<file path="config.mk">
export PLATFORM = sky130hd
export DESIGN_NAME = serial_port
export DESIGN_NICKNAME = d
export VERILOG_FILES = /design/src/serial_port_pkg.sv /design/src/serial_port.sv
export SDC_FILE = /design/constraint.sdc
export NUM_CORES = 1
export LEC_CHECK = 0
export BUFFER_PORTS_ARGS = -buffer_cell sky130_fd_sc_hd__buf_2
export CELL_PAD_IN_SITES_DETAIL_PLACEMENT = 0
export CELL_PAD_IN_SITES_GLOBAL_PLACEMENT = 2
export CORE_UTILIZATION = 37
export CTS_CLUSTER_SIZE = 12
export DETAILED_ROUTE_END_ITERATION = 12
export PLACE_DENSITY_LB_ADDON = 0.05
export SLEW_MARGIN = 25
export SYNTH_ARGS = -nofsm -noshare
export SYNTH_HDL_FRONTEND = slang
export SYNTH_SLANG_ARGS = --single-unit
</file>
<file path="constraint.sdc">
create_clock -name core_clk_in -period 3.8 [get_ports core_clk_in]
set_input_delay 0.76 -clock core_clk_in [delete_from_list [all_inputs] [get_ports core_clk_in]]
set_output_delay 0.76 -clock core_clk_in [all_outputs]
set_load 0.005 [all_outputs]
</file>
<file path="src/serial_port_pkg.sv">
// Constants, field layouts and types of the four-mode serial port.
// Assumes a 25 MHz core clock and a 32-bit Avalon-MM register bus.
`default_nettype none
package serial_port_pkg;
  localparam int ADDR_W = 10;
  localparam int BIT_CNT_W = 16;
  // Register indices; the byte address is four times the index
  localparam logic [7:0] CTRL_IDX = 8'h98;
  localparam logic [7:0] BUF_IDX = 8'h99;
  localparam logic [7:0] BAUD_IDX = 8'ha0;
  localparam logic [7:0] IRQ_STAT_IDX = 8'ha1;
  localparam logic [7:0] IRQ_MASK_IDX = 8'ha2;
  localparam logic [7:0] CTRL_RST = 8'h00;
  localparam logic [7:0] BUF_RST = 8'h00;
  localparam logic [3:0] BAUD_RST = 4'h0;
  localparam logic [2:0] IRQ_RST = 3'h0;
  // Baud configuration bits
  localparam int BAUD_DBL_BIT = 0;
  localparam int TX_T2_BIT = 1;
  localparam int RX_T2_BIT = 2;
  localparam int RCPM_BIT = 3;
  // Interrupt status and mask bits
  localparam int IRQ_W = 3;
  localparam int IRQ_RX_BIT = 0;
  localparam int IRQ_TX_BIT = 1;
  localparam int IRQ_WAKE_BIT = 2;
  // Mode codes
  localparam logic [1:0] MODE_SHIFT = 2'h0;
  localparam logic [1:0] MODE_UART8 = 2'h1;
  localparam logic [1:0] MODE_UART9_FIXED = 2'h2;
  localparam logic [1:0] MODE_UART9_TIMER = 2'h3;
  // Timing
  localparam int CORE_CLK_HZ = 25_000_000;
  localparam int SHIFT_DIV = 12;
  localparam logic [3:0] SHIFT_LAST = 4'(SHIFT_DIV - 1);
  localparam logic [3:0] SHIFT_HALF = 4'(SHIFT_DIV / 2);
  localparam logic [5:0] MODE2_SLOW_LAST = 6'(64 - 1);
  localparam logic [5:0] MODE2_FAST_LAST = 6'(32 - 1);
  localparam logic [BIT_CNT_W-1:0] BIT_LEN_RST = 16'h0010;
  localparam logic [3:0] SHIFT_BITS = 4'h8;
  localparam logic [3:0] FRAME8_BITS = 4'ha;
  localparam logic [3:0] FRAME9_BITS = 4'hb;

  typedef struct packed {
    logic mode_sel_hi;
    logic mode_sel_lo;
    logic multiproc_addr_filter;
    logic rx_enable;
    logic tx_ninth_bit;
    logic rx_ninth_bit;
    logic tx_done_flag;
    logic rx_done_flag;
  } serial_control_t;

  typedef enum logic [0:0] {RX_HUNT, RX_SHIFT} rx_state_t;
endpackage
`default_nettype wire

</file>
<file path="src/serial_port.sv">
// Four-mode serial port with 9-bit multiprocessor filter and Avalon-MM slave.
// Assumes timer overflow inputs are one-cycle pulses synchronous to core_clk_in.
//
// Summary of operation
// - Async receive path double-buffered; next frame shifts in before the buffer is read.
// - Buffer write loads transmitter and starts; buffer read returns separate receive register.
// - Mode field picks shift, 8-bit timer, 9-bit fixed or 9-bit timer mode.
// - Mode 2 bit rate is core clock over 64, or over 32 when doubled.
// - Mode 1 frame is start, eight data bits and stop: ten bits.
// - Timer 1 rate sets modes 1 and 3; halved unless doubler set.
// - Either timer-2 select uses timer 2 overflow, overriding the doubler.
// - Modes 2 and 3 send start 0, eight data, ninth bit, stop 1.
// - No parity check; received ninth bit is stored for software and gates the filter.
// - In modes 2 and 3 with filter set, ninth bit 0 frames raise no receive flag.
// - Transmit flag set at end of transmission; only software clears it.
// - Receive flag set at end of reception; only software clears it.
// - Reduced-clock mode with receive enable: any receive pin transition wakes chip.
// - Mode 0 outputs core clock over 12 shift clock, data on receive pin.
// - Mode 0 data changes on shift clock rise, sampled on its fall.
// - Mode 0 transmit starts on buffer write with flag clear; flag set when sent.
// - Mode 0 receive begins with enable set and flag clear; flag set after byte.
//
// Chosen here: the Avalon-MM register port.
`default_nettype none
module serial_port
  import serial_port_pkg::*;
(
  input wire logic core_clk_in,
  input wire logic rst_b_in,
  input wire logic [ADDR_W-1:0] avs_address_in,
  input wire logic avs_read_in,
  input wire logic avs_write_in,
  input wire logic [31:0] avs_writedata_in,
  input wire logic [3:0] avs_byteenable_in,
  output logic [31:0] avs_readdata_out,
  output logic avs_waitrequest_out,
  input wire logic timer1_ovf_in,
  input wire logic timer2_ovf_in,
  input wire logic serial_in_pin_in,
  output logic serial_in_pin_out,
  output logic serial_in_pin_oe_out,
  output logic serial_out_pin_out,
  output logic reduced_clock_power_mode_out,
  output logic wake_out,
  output logic irq_out
);

  function automatic logic hit(input logic [ADDR_W-1:0] addr, input logic [7:0] idx);
    hit = (addr == {idx, 2'b00});
  endfunction

  // Bus slave: one wait cycle, then a single-cycle answer
  logic wait_q;
  logic [31:0] rdata_q;
  logic wr_lo;
  logic [7:0] wdat;
  serial_control_t ctrl_q;
  logic [7:0] rxbuf_q;
  logic [3:0] baud_q;
  logic [IRQ_W-1:0] stat_q;
  logic [IRQ_W-1:0] mask_q;
  logic irq_q;

  assign wr_lo = avs_write_in && !wait_q && avs_byteenable_in[0];
  assign wdat = avs_writedata_in[7:0];

  always_ff @(posedge core_clk_in or negedge rst_b_in)
  begin
    if (!rst_b_in)
      wait_q <= 1'b1;
    else if ((avs_read_in || avs_write_in) && wait_q)
      wait_q <= 1'b0;
    else
      wait_q <= 1'b1;
  end

  always_ff @(posedge core_clk_in or negedge rst_b_in)
  begin
    if (!rst_b_in)
      rdata_q <= 32'h0;
    else if (avs_read_in && wait_q)
    begin
      if (hit(avs_address_in, CTRL_IDX))
        rdata_q <= {24'h0, ctrl_q};
      else if (hit(avs_address_in, BUF_IDX))
        rdata_q <= {24'h0, rxbuf_q};
      else if (hit(avs_address_in, BAUD_IDX))
        rdata_q <= {28'h0, baud_q};
      else if (hit(avs_address_in, IRQ_STAT_IDX))
        rdata_q <= {29'h0, stat_q};
      else if (hit(avs_address_in, IRQ_MASK_IDX))
        rdata_q <= {29'h0, mask_q};
      else
        rdata_q <= 32'h0;
    end
  end

  assign avs_waitrequest_out = wait_q;
  assign avs_readdata_out = rdata_q;

  // Mode and baud selection
  logic [1:0] mode;
  logic dbl;
  logic t2_sel;
  logic timer_src;
  logic half_q;
  logic [5:0] div_q;
  logic bit_tick;
  logic [BIT_CNT_W-1:0] per_cnt_q;
  logic [BIT_CNT_W-1:0] bit_len_q;

  assign mode = {ctrl_q.mode_sel_hi, ctrl_q.mode_sel_lo};
  assign dbl = baud_q[BAUD_DBL_BIT];
  assign t2_sel = baud_q[TX_T2_BIT] || baud_q[RX_T2_BIT];
  assign timer_src = t2_sel ? timer2_ovf_in : timer1_ovf_in;

  always_comb
  begin
    if (mode == MODE_UART9_FIXED)
      bit_tick = (div_q == (dbl ? MODE2_FAST_LAST : MODE2_SLOW_LAST));
    else
      bit_tick = timer_src && (t2_sel || dbl || half_q);
  end

  always_ff @(posedge core_clk_in or negedge rst_b_in)
  begin
    if (!rst_b_in)
      div_q <= 6'h0;
    else if (mode != MODE_UART9_FIXED || bit_tick)
      div_q <= 6'h0;
    else
      div_q <= div_q + 6'h1;
  end

  // Timer 1 rate is halved by passing every second overflow
  always_ff @(posedge core_clk_in or negedge rst_b_in)
  begin
    if (!rst_b_in)
      half_q <= 1'b0;
    else if (timer_src && !t2_sel && !dbl)
      half_q <= !half_q;
  end

  // Bit period in core cycles, used as the receiver's oversampling count
  always_ff @(posedge core_clk_in or negedge rst_b_in)
  begin
    if (!rst_b_in)
    begin
      per_cnt_q <= '0;
      bit_len_q <= BIT_LEN_RST;
    end
    else if (bit_tick)
    begin
      per_cnt_q <= '0;
      bit_len_q <= per_cnt_q + 16'h1;
    end
    else if (per_cnt_q != '1)
      per_cnt_q <= per_cnt_q + 16'h1;
  end

  // Shift engine: async transmit, and both directions of mode 0
  logic busy_q;
  logic sync_rx_q;
  logic [10:0] sh_q;
  logic [3:0] left_q;
  logic [3:0] ph_q;
  logic out_q;
  logic dout_oe_q;
  logic tx_done_ev;
  logic sync_rx_done_q;
  logic start_tx;
  logic start_sync_rx;
  logic in_prev_q;

  always_comb
  begin
    start_tx = wr_lo && hit(avs_address_in, BUF_IDX) && !busy_q &&
               (mode != MODE_SHIFT || !ctrl_q.tx_done_flag);
    start_sync_rx = mode == MODE_SHIFT && ctrl_q.rx_enable && !ctrl_q.rx_done_flag &&
                    !busy_q && !start_tx && !sync_rx_done_q;
    tx_done_ev = 1'b0;
    if (busy_q && !sync_rx_q)
    begin
      if (mode == MODE_SHIFT)
        tx_done_ev = (ph_q == SHIFT_HALF) && (left_q == 4'h1);
      else
        tx_done_ev = bit_tick && (left_q == 4'h0);
    end
  end

  always_ff @(posedge core_clk_in or negedge rst_b_in)
  begin
    if (!rst_b_in)
    begin
      busy_q <= 1'b0;
      sync_rx_q <= 1'b0;
      sh_q <= 11'h7ff;
      left_q <= 4'h0;
      ph_q <= 4'h0;
      out_q <= 1'b1;
      dout_oe_q <= 1'b0;
      sync_rx_done_q <= 1'b0;
    end
    else
    begin
      sync_rx_done_q <= 1'b0;
      if (start_tx)
      begin
        busy_q <= 1'b1;
        sync_rx_q <= 1'b0;
        ph_q <= 4'h0;
        out_q <= 1'b1;
        if (mode == MODE_SHIFT)
        begin
          sh_q <= {3'h7, wdat};
          left_q <= SHIFT_BITS;
          dout_oe_q <= !wdat[0];
        end
        else if (mode[1])
        begin
          sh_q <= {1'b1, ctrl_q.tx_ninth_bit, wdat, 1'b0};
          left_q <= FRAME9_BITS;
        end
        else
        begin
          sh_q <= {2'h3, wdat, 1'b0};
          left_q <= FRAME8_BITS;
        end
      end
      else if (start_sync_rx)
      begin
        busy_q <= 1'b1;
        sync_rx_q <= 1'b1;
        ph_q <= 4'h0;
        left_q <= SHIFT_BITS;
        dout_oe_q <= 1'b0;
      end
      else if (busy_q && mode == MODE_SHIFT)
      begin
        ph_q <= (ph_q == SHIFT_LAST) ? 4'h0 : ph_q + 4'h1;
        if (ph_q == 4'h0)
        begin
          out_q <= 1'b0;
          if (sync_rx_q)
            sh_q <= {3'h7, serial_in_pin_in, sh_q[7:1]};
        end
        else if (ph_q == SHIFT_HALF)
        begin
          out_q <= 1'b1;
          left_q <= left_q - 4'h1;
          if (!sync_rx_q)
          begin
            sh_q <= {1'b1, sh_q[10:1]};
            dout_oe_q <= !sh_q[1] && (left_q != 4'h1);
          end
          if (left_q == 4'h1)
          begin
            busy_q <= 1'b0;
            sync_rx_done_q <= sync_rx_q;
          end
        end
      end
      else if (busy_q && bit_tick)
      begin
        if (left_q == 4'h0)
          busy_q <= 1'b0;
        else
        begin
          out_q <= sh_q[0];
          sh_q <= {1'b1, sh_q[10:1]};
          left_q <= left_q - 4'h1;
        end
      end
      else if (busy_q && sync_rx_q)
      begin
        busy_q <= 1'b0;
        dout_oe_q <= 1'b0;
      end
      else if (!busy_q)
      begin
        out_q <= 1'b1;
        dout_oe_q <= 1'b0;
      end
    end
  end

  assign serial_out_pin_out = out_q;
  assign serial_in_pin_out = 1'b0;
  assign serial_in_pin_oe_out = dout_oe_q;

  // Asynchronous receiver
  rx_state_t rx_state_q;
  logic [BIT_CNT_W-1:0] rx_cnt_q;
  logic [3:0] rx_idx_q;
  logic [10:0] rx_sh_q;
  logic async_done_q;
  logic [3:0] rx_bits;

  assign rx_bits = mode[1] ? FRAME9_BITS : FRAME8_BITS;

  always_ff @(posedge core_clk_in or negedge rst_b_in)
  begin
    if (!rst_b_in)
      in_prev_q <= 1'b1;
    else
      in_prev_q <= serial_in_pin_in;
  end

  always_ff @(posedge core_clk_in or negedge rst_b_in)
  begin
    if (!rst_b_in)
    begin
      rx_state_q <= RX_HUNT;
      rx_cnt_q <= '0;
      rx_idx_q <= 4'h0;
      rx_sh_q <= 11'h0;
      async_done_q <= 1'b0;
    end
    else
    begin
      async_done_q <= 1'b0;
      unique case (rx_state_q)
        RX_HUNT:
          if (mode != MODE_SHIFT && ctrl_q.rx_enable && in_prev_q && !serial_in_pin_in)
          begin
            rx_state_q <= RX_SHIFT;
            rx_cnt_q <= bit_len_q >> 1;
            rx_idx_q <= 4'h0;
          end
        RX_SHIFT:
          if (mode == MODE_SHIFT)
            rx_state_q <= RX_HUNT;
          else if (rx_cnt_q == '0)
          begin
            rx_cnt_q <= bit_len_q - 16'h1;
            if (rx_idx_q == 4'h0 && serial_in_pin_in)
              rx_state_q <= RX_HUNT;
            else
            begin
              rx_sh_q <= {serial_in_pin_in, rx_sh_q[10:1]};
              rx_idx_q <= rx_idx_q + 4'h1;
              if (rx_idx_q == rx_bits - 4'h1)
              begin
                rx_state_q <= RX_HUNT;
                async_done_q <= 1'b1;
              end
            end
          end
          else
            rx_cnt_q <= rx_cnt_q - 16'h1;
      endcase
    end
  end

  // Receive buffer load and multiprocessor filter
  logic rx_ev;
  logic rx_load;
  logic [7:0] rx_data;
  logic rx_ninth;

  always_comb
  begin
    rx_data = sh_q[7:0];
    rx_ninth = ctrl_q.rx_ninth_bit;
    if (async_done_q)
    begin
      rx_data = mode[1] ? rx_sh_q[8:1] : rx_sh_q[9:2];
      rx_ninth = mode[1] ? rx_sh_q[9] : rx_sh_q[10];
    end
    rx_ev = async_done_q || sync_rx_done_q;
    rx_load = rx_ev && !ctrl_q.rx_done_flag &&
              (sync_rx_done_q || !mode[1] || !ctrl_q.multiproc_addr_filter || rx_ninth);
  end

  always_ff @(posedge core_clk_in or negedge rst_b_in)
  begin
    if (!rst_b_in)
      rxbuf_q <= BUF_RST;
    else if (rx_load)
      rxbuf_q <= rx_data;
  end

  // Control register; hardware sets win over software writes
  always_ff @(posedge core_clk_in or negedge rst_b_in)
  begin
    if (!rst_b_in)
      ctrl_q <= CTRL_RST;
    else
    begin
      if (wr_lo && hit(avs_address_in, CTRL_IDX))
        ctrl_q <= wdat;
      if (tx_done_ev)
        ctrl_q.tx_done_flag <= 1'b1;
      if (rx_load)
      begin
        ctrl_q.rx_done_flag <= 1'b1;
        ctrl_q.rx_ninth_bit <= rx_ninth;
      end
    end
  end

  // Power and baud configuration, with receive-pin wakeup
  logic wake_ev;
  logic wake_q;

  assign wake_ev = baud_q[RCPM_BIT] && ctrl_q.rx_enable && (in_prev_q != serial_in_pin_in);

  always_ff @(posedge core_clk_in or negedge rst_b_in)
  begin
    if (!rst_b_in)
    begin
      baud_q <= BAUD_RST;
      wake_q <= 1'b0;
    end
    else
    begin
      wake_q <= wake_ev;
      if (wr_lo && hit(avs_address_in, BAUD_IDX))
        baud_q <= wdat[3:0];
      if (wake_ev)
        baud_q[RCPM_BIT] <= 1'b0;
    end
  end

  assign reduced_clock_power_mode_out = baud_q[RCPM_BIT];
  assign wake_out = wake_q;

  // Interrupt status (write one to clear), mask and level output
  logic [IRQ_W-1:0] irq_ev;
  logic [IRQ_W-1:0] stat_clr;

  always_comb
  begin
    irq_ev = '0;
    irq_ev[IRQ_RX_BIT] = rx_load;
    irq_ev[IRQ_TX_BIT] = tx_done_ev;
    irq_ev[IRQ_WAKE_BIT] = wake_ev;
    stat_clr = (wr_lo && hit(avs_address_in, IRQ_STAT_IDX)) ? wdat[IRQ_W-1:0] : '0;
  end

  always_ff @(posedge core_clk_in or negedge rst_b_in)
  begin
    if (!rst_b_in)
    begin
      stat_q <= IRQ_RST;
      mask_q <= IRQ_RST;
      irq_q <= 1'b0;
    end
    else
    begin
      stat_q <= (stat_q & ~stat_clr) | irq_ev;
      if (wr_lo && hit(avs_address_in, IRQ_MASK_IDX))
        mask_q <= wdat[IRQ_W-1:0];
      irq_q <= |(stat_q & mask_q);
    end
  end

  assign irq_out = irq_q;

  logic ctrl_wr;
  assign ctrl_wr = wr_lo && hit(avs_address_in, CTRL_IDX);

  AST_TX_FLAG_STICKY:
  assert property (@(posedge core_clk_in) disable iff (!rst_b_in)
    ctrl_q.tx_done_flag && !ctrl_wr |=> ctrl_q.tx_done_flag)
    else $error("transmit flag cleared without software write");

  AST_RX_FLAG_STICKY:
  assert property (@(posedge core_clk_in) disable iff (!rst_b_in)
    ctrl_q.rx_done_flag && !ctrl_wr |=> ctrl_q.rx_done_flag)
    else $error("receive flag cleared without software write");

  AST_MODE2_RATE:
  assert property (@(posedge core_clk_in) disable iff (!rst_b_in)
    bit_tick && mode == MODE_UART9_FIXED && !dbl |-> ##64 (bit_tick || mode != MODE_UART9_FIXED || dbl))
    else $error("mode 2 bit period is not 64 cycles");

  AST_SHIFT_CLOCK:
  assert property (@(posedge core_clk_in) disable iff (!rst_b_in)
    $fell(out_q) && mode == MODE_SHIFT |-> (!out_q)[*6] ##1 out_q)
    else $error("mode 0 shift clock low phase not 6 cycles");

  AST_TX_START:
  assert property (@(posedge core_clk_in) disable iff (!rst_b_in)
    start_tx |=> busy_q && !sync_rx_q && left_q != 4'h0)
    else $error("buffer write did not start transmission");

  AST_FILTER:
  assert property (@(posedge core_clk_in) disable iff (!rst_b_in)
    async_done_q && mode[1] && ctrl_q.multiproc_addr_filter && !rx_ninth && !ctrl_q.rx_done_flag
    |=> !ctrl_q.rx_done_flag || $past(ctrl_wr))
    else $error("filtered data frame raised receive flag");

  AST_WAKE:
  assert property (@(posedge core_clk_in) disable iff (!rst_b_in)
    baud_q[RCPM_BIT] && ctrl_q.rx_enable && $changed(serial_in_pin_in)
    |=> wake_q && !baud_q[RCPM_BIT])
    else $error("receive pin transition did not wake");

  AST_BUS_ANSWER:
  assert property (@(posedge core_clk_in) disable iff (!rst_b_in)
    avs_read_in || avs_write_in |-> ##[0:1] !wait_q)
    else $error("bus request not answered within one cycle");

endmodule
`default_nettype wire

</file>
==> flow_summary.json, run 1 <==
{
  "pin_count": 92,
  "coreArea_um2": 19720,
  "grt_max_degree": 83,
  "h-tree-depth": 4,
  "clock.fmax_mhz": 346.2,
  "overflow": 0,
  "required_ns": 4.13,
  "cp_slowest_cell": "nor4_4",
  "p_clk_share_pct": 41.6,
  "crit_fanout": 7,
  "viasPerCell": 5.397,
  "fillCellCount": 1939,
  "status": "finished clean",
  "worstSkewPairLatency_ns": 0.42,
  "die_width_um": 144.5,
  "first_iter_violations": 323,
  "post_cts_buffers": 0,
  "port_buffers": 39,
  "drt_wl_total_um": 20030,
  "synth_area_um2": 7517,
  "row_count": 51,
  "yosysSeqAreaShare_pct": 44.17,
  "rsz0062_at_grt": "no",
  "finalHoldViolCount": 0,
  "diodes": 0,
  "setup_viol": 0,
  "maxSlewHeadroom_pct": 36.69,
  "cts_buffers": 17,
  "fin_setup_tns_ns": 0,
  "power_leakage_nw": 3.811,
  "grt_pass1_wl_um": 32490,
  "root_buffer": "clkbuf_16",
  "first_pass_iters": 5,
  "synth-seq-cells": 132,
  "crit_chain": "nor4_4 > nand4_1 > nor2_1 > a21oi_1 > ha_1 > o41ai_4 > a2111oi_2 > buf_4 > nand2_4 > nor3_1 > o31ai_2",
  "grt_pass1_vias": 5871,
  "drv_cap": 0,
  "critPathArrivalTime_ns": 3.21,
  "wl_per_cell_um": 18.24,
  "yosys_warnings": 0,
  "synth_area_leaders": "dfrtp_1 (39%), mux2_2 (6.6%), dfstp_2 (4.9%)",
  "place.gp.congestion": 0.8556,
  "synth-edff-count": 0,
  "place_hpwl_um": 14180,
  "comb_power_share_pct": 15.8,
  "period_share_pct": 76.02,
  "report.final.slew_viol_count": 0,
  "peakVddDrop_uv": 293.7,
  "p_switching_mw": 1.255,
  "cts_hold_buffers": 0,
  "layout.nets": 884,
  "syn2layout_area_growth_pct": 13.60,
  "post-route-drc-count": 0,
  "path_class": "flip-flop to flip-flop",
  "placed_area_um2": 7931,
  "synth_top_area_share_pct": 39.28,
  "layout.area.seq_um2": 3321,
  "cts_buffer_depth": 2,
  "grt_use_met2_pct": 34.39,
  "busiest_layer": "met2",
  "fin_worst_skew_ns": 0.009376,
  "track_usage_pct": 20.56,
  "critical_path_buf_inv_count": 1,
  "final_layout_size_suffix_gt1_share_pct": 19.93,
  "start_util_pct": 38.12,
  "antenna_found_initial": 0,
  "use_met3_pct": 4.007,
  "sw_frac_of_total_pct": 30.35,
  "drt.antenna.violating_nets": 0,
  "dr_total_vias": 5926,
  "critPathLaunchType": "flip-flop",
  "cts_sinks": 132,
  "final_common_cell": "dfrtp_1",
  "final_cell_mix": "dfrtp_1 (118), nand2_1 (88), nor2_1 (81), mux2_2 (44), a21oi_1 (41)",
  "dieArea_um2": 20890,
  "powerDensity_nw_per_um2": 484.3,
  "yosys_most_used_dff": "dfrtp_1",
  "min_period_ns": 2.889,
  "netlist_instances": 780,
  "p_int_mw": 2.880,
  "seqPwrFrac_pct": 42.6,
  "crit_path_max_incr_delay_ns": 0.51,
  "cts_resized": 0,
  "synth_top_area_cell": "dfrtp_1",
  "crit_family": "simple AND/OR/NAND/NOR gates",
  "postLayoutCellArea_um2": 8539,
  "min_path_type": "input port to async pin",
  "avgSynthCellArea_um2": 9.637,
  "use_met1_pct": 26.18,
  "dieHeight_um": 144.5,
  "async_flop_share_pct": 100.0,
  "crit_path_end_kind": "flip-flop",
  "multi_input_area_um2": 3901,
  "path_clk_slew_ns": 0.06,
  "worstMarginPinSlew_ns": 0.9462,
  "cts_tree": "done",
  "ys_types": 79
}
[sequential cells by signal, summed over array words and instances, names as in the netlist, 6 cells and up]
name              cells
sh_q                 10
per_cnt_q            16
bit_len_q            16
rx_sh_q              10
avs_readdata_out      8
div_q                 6
rxbuf_q               8
rx_cnt_q             16
ctrl_q                8
[cells by family after synthesis]
logic type / count (synthesis) / synth area share [%]
AO/OA/AOI/OAI: 177 / 16.43
other: 1 / 0.04989
multiplexers: 62 / 9.021
AND/OR/NAND/NOR: 290 / 19.64
adder cells (fa/ha/maj): 11 / 1.831
XOR/XNOR: 32 / 3.728
flip-flops: 132 / 44.17
buffers and inverters: 75 / 5.127
[synthesized netlist by cell type, types with 6 or more instances]
| cell type | count |
|---|---|
| dfstp_2 | 14 |
| nand2_1 | 88 |
| mux2i_1 | 16 |
| nor3_1 | 10 |
| and3_1 | 17 |
| nor2_1 | 81 |
| o21ai_0 | 40 |
| o22ai_1 | 8 |
| xnor2_1 | 18 |
| o31ai_1 | 7 |
| nand4_1 | 13 |
| a21oi_1 | 41 |
| and2_1 | 6 |
| a22oi_1 | 6 |
| xor2_1 | 14 |
| o21ai_1 | 7 |
| dfrtp_1 | 118 |
| a2bb2oi_1 | 8 |
| nand3b_1 | 7 |
| ha_1 | 11 |
| buf_4 | 26 |
| or3_1 | 6 |
| mux2_2 | 44 |
| clkbuf_1 | 23 |
| inv_1 | 19 |
| nand3_1 | 20 |
[worst paths after layout]
path | slack [ns] | end | startpoint | cells after the start
setup / recovery | 0.91 | rx_cnt_q[14]$_DFFE_PN0P_ | rx_cnt_q[1]$_DFFE_PN0P_ | 11
min in group core_clk_in | 0.46 | div_q[0]$_DFF_PN0_ | div_q[0]$_DFF_PN0_ | 1
max in group asynchronous | 2.53 | serial_out_pin_out$_DFFE_PN1P_ | rst_b_in | 2
hold / removal | 0.39 | per_cnt_q[0]$_DFFE_PN0P_ | rst_b_in | 1
hold reg to reg | 0.46 | div_q[0]$_DFF_PN0_ | div_q[0]$_DFF_PN0_ | 1
setup reg to reg | 0.91 | rx_cnt_q[14]$_DFFE_PN0P_ | rx_cnt_q[1]$_DFFE_PN0P_ | 11
[cell type report]
| cell class | instances | area share (%) |
|---|---|---|
| repair buffers | 53 | 3.590 |
| clock inverters | 14 | 2.095 |
| multi-input cells | 597 | 45.68 |
| clock buffers | 18 | 5.026 |
| well taps | 265 | 3.883 |
| flip-flops and latches | 132 | 38.89 |
| inverters | 19 | 0.8352 |
[metrics by stage]
stage          util [%]  total power [mW]  setup WS, ns  hold slack (ns)  instances
6_report          43.31             4.135        0.9112           0.3930       1098
5_1_grt           43.31             4.350        0.6802           0.4504       1098
4_1_cts           43.31             4.184        0.9138           0.4278       1098
3_5_place_dp      40.22             2.438        0.9476           0.4561       1066
3_3_place_gp      40.22             2.423        0.9261           0.4452       1066
2_1_floorplan         -             2.233         1.118           0.4329        804
[power groups by stage]
stage	Clock, mW	Combinational (mW)	Sequential [mW]
global route	1.82	0.740	1.79
global placement	0	0.641	1.78
CTS	1.76	0.659	1.76
finish	1.72	0.652	1.76
detailed placement	0	0.656	1.78
floorplan	0	0.525	1.71
[metal layers]
metal	share of wire, %	up-vias
li1	-	2851
met1	45	2888
met2	48	156
met3	3.7	31
met4	2.7	0
met5	0	-
No activity file was read; power rests on OpenSTA's default activity.
==> inputs of run 2 (changes only) <==
CORE_UTILIZATION = 33   (was 37)
clock period = 2.5 ns   (was 3.8 ns; I/O delays follow)
==> flow_summary.json, run 2 (synthesis results as in run 1) <==
{
  "maxSlewHeadroom_pct": 53.90,
  "first_iter_violations": 277,
  "finalHoldViolCount": 0,
  "fin_worst_skew_ns": 0.01232,
  "h-tree-depth": 4,
  "place_hpwl_um": 15230,
  "clock.fmax_mhz": 422.7,
  "fin_setup_tns_ns": 0,
  "cts_tree": "done",
  "cp_slowest_cell": "a2111oi_4",
  "drt.antenna.violating_nets": 0,
  "row_count": 54,
  "syn2layout_area_growth_pct": 19.41,
  "peakVddDrop_uv": 371.4,
  "power_leakage_nw": 4.051,
  "drt_wl_total_um": 21040,
  "postLayoutCellArea_um2": 8976,
  "coreArea_um2": 22090,
  "crit_fanout": 4,
  "cts_buffer_depth": 2,
  "min_path_type": "input port to async pin",
  "cts_hold_buffers": 0,
  "post-route-drc-count": 0,
  "first_pass_iters": 5,
  "period_share_pct": 94.64,
  "p_total_mw": 6.656,
  "dieArea_um2": 23390,
  "wl_per_cell_um": 18.18,
  "dieHeight_um": 152.9,
  "viasPerCell": 5.239,
  "die_width_um": 152.9,
  "layout.area.seq_um2": 3326,
  "critPathLaunchType": "flip-flop",
  "multi_input_area_um2": 3920,
  "drv_cap": 0,
  "final_layout_size_suffix_gt1_share_pct": 24.74,
  "critPathArrivalTime_ns": 2.67,
  "required_ns": 2.80,
  "report.final.slew_viol_count": 0,
  "worstMarginPinSlew_ns": 0.6914,
  "overflow": 0,
  "layout.nets": 928,
  "diodes": 0,
  "grt_max_degree": 49,
  "setup_viol": 0,
  "grt_pass1_vias": 6105,
  "powerDensity_nw_per_um2": 741.5,
  "crit_path_max_incr_delay_ns": 0.51,
  "start_util_pct": 34.02,
  "fillCellCount": 2208,
  "critical_path_buf_inv_count": 0,
  "final_cell_mix": "dfrtp_1 (114), nand2_1 (88), nor2_1 (81), buf_4 (56), mux2_2 (44)",
  "port_buffers": 39,
  "rsz0062_at_grt": "yes",
  "placedCellCount": 1124,
  "final_cells": 1157,
  "crit_chain": "nor3_1 > nand4_1 > nor2_1 > a21oi_2 > ha_2 > o41ai_4 > a2111oi_4 > nand2_4 > a221oi_2 > o31ai_2",
  "antenna_found_initial": 0,
  "min_period_ns": 2.366,
  "crit_path_end_kind": "flip-flop",
  "cts_sinks": 132,
  "final_common_cell": "dfrtp_1",
  "reg_top3": "bit_len_q x16, per_cnt_q x16, rx_cnt_q x16",
  "track_usage_pct": 18.79,
  "grt_pass1_wl_um": 34050,
  "crit_family": "compound AO/OA/AOI/OAI gates",
  "place.gp.congestion": 0.8602,
  "pin_count": 92,
  "worstSkewPairLatency_ns": 0.43,
  "dr_total_vias": 6062,
  "status": "finished clean",
  "path_clk_slew_ns": 0.06,
  "placed_area_um2": 8310,
  "root_buffer": "clkbuf_16",
  "cts_buffers": 17,
  "path_class": "flip-flop to flip-flop"
}
## run 2: cell types whose count changed in the layout (fill, tap and decap cells not counted), sizes merged
cell,before,now
buf,53,97
bufinv,3,4
clkbuf,18,17
clkinv,5,4
inv,23,24
## run 2: per-layer routing
metal | vias up | GRT usage (%) | share of wire [%] | wire (µm)
li1 | 2948 | - | - | -
met5 | - | 0 | 0 | 0
met3 | 24 | 3.261 | 3.1 | 656
met1 | 2956 | 24.55 | 47 | 9866
met2 | 134 | 31.56 | 49 | 10220
met4 | 0 | 6.013 | 1.4 | 294
## run 2: report_power, final
part           switching, mW  internal, mW  total, mW  leakage [nW]
clock network           1.06          1.70       2.76         0.310
registers              0.217          2.36       2.58          1.69
logic                  0.722         0.591       1.31          2.05
total                   2.00          4.65       6.66          4.05
## run 2: worst paths after layout
check | cells past startpoint | to | from | slack, ns
max in group asynchronous | 2 | in_prev_q$_DFF_PN1_ | rst_b_in | 1.65
worst max-delay path | 10 | rx_cnt_q[8]$_DFFE_PN0P_ | rx_cnt_q[8]$_DFFE_PN0P_ | 0.13
worst max register to register | 10 | rx_cnt_q[8]$_DFFE_PN0P_ | rx_cnt_q[8]$_DFFE_PN0P_ | 0.13
min in group core_clk_in | 2 | avs_waitrequest_out$_DFF_PN1_ | avs_read_in | 0.22
worst min-delay path | 1 | per_cnt_q[6]$_DFFE_PN0P_ | rst_b_in | 0.007
worst min register to register | 1 | half_q$_DFFE_PN0P_ | half_q$_DFFE_PN0P_ | 0.46
## run 2: cell type report
cell class | count | share of cell area (%)
Clock buffer | 17 | 4.739
Clock inverter | 15 | 2.467
Inverter | 19 | 0.7945
Multi-Input combinational cell | 597 | 43.67
Sequential cell | 132 | 37.05
Tap cell | 280 | 3.903
Timing Repair Buffer | 97 | 7.374
## run 2: what timing repair did
item,4_1_cts,5_1_grt
resized for setup,0,6
endpoints found under the hold margin,0,0
endpoints found under the setup margin,0,4
buffers inserted,0,1
## run 2: through the flow
stage               hold WS [ns]  util, %  setup WS (ns)
detailed placement        0.4527    37.61        0.08725
floorplan                 0.2044        -        0.02577
global route             0.03311    40.63      -0.002981
finish                  0.007118    40.63         0.1341
CTS                      0.03100    40.54        0.09369
global placement          0.4484    37.61         0.1085
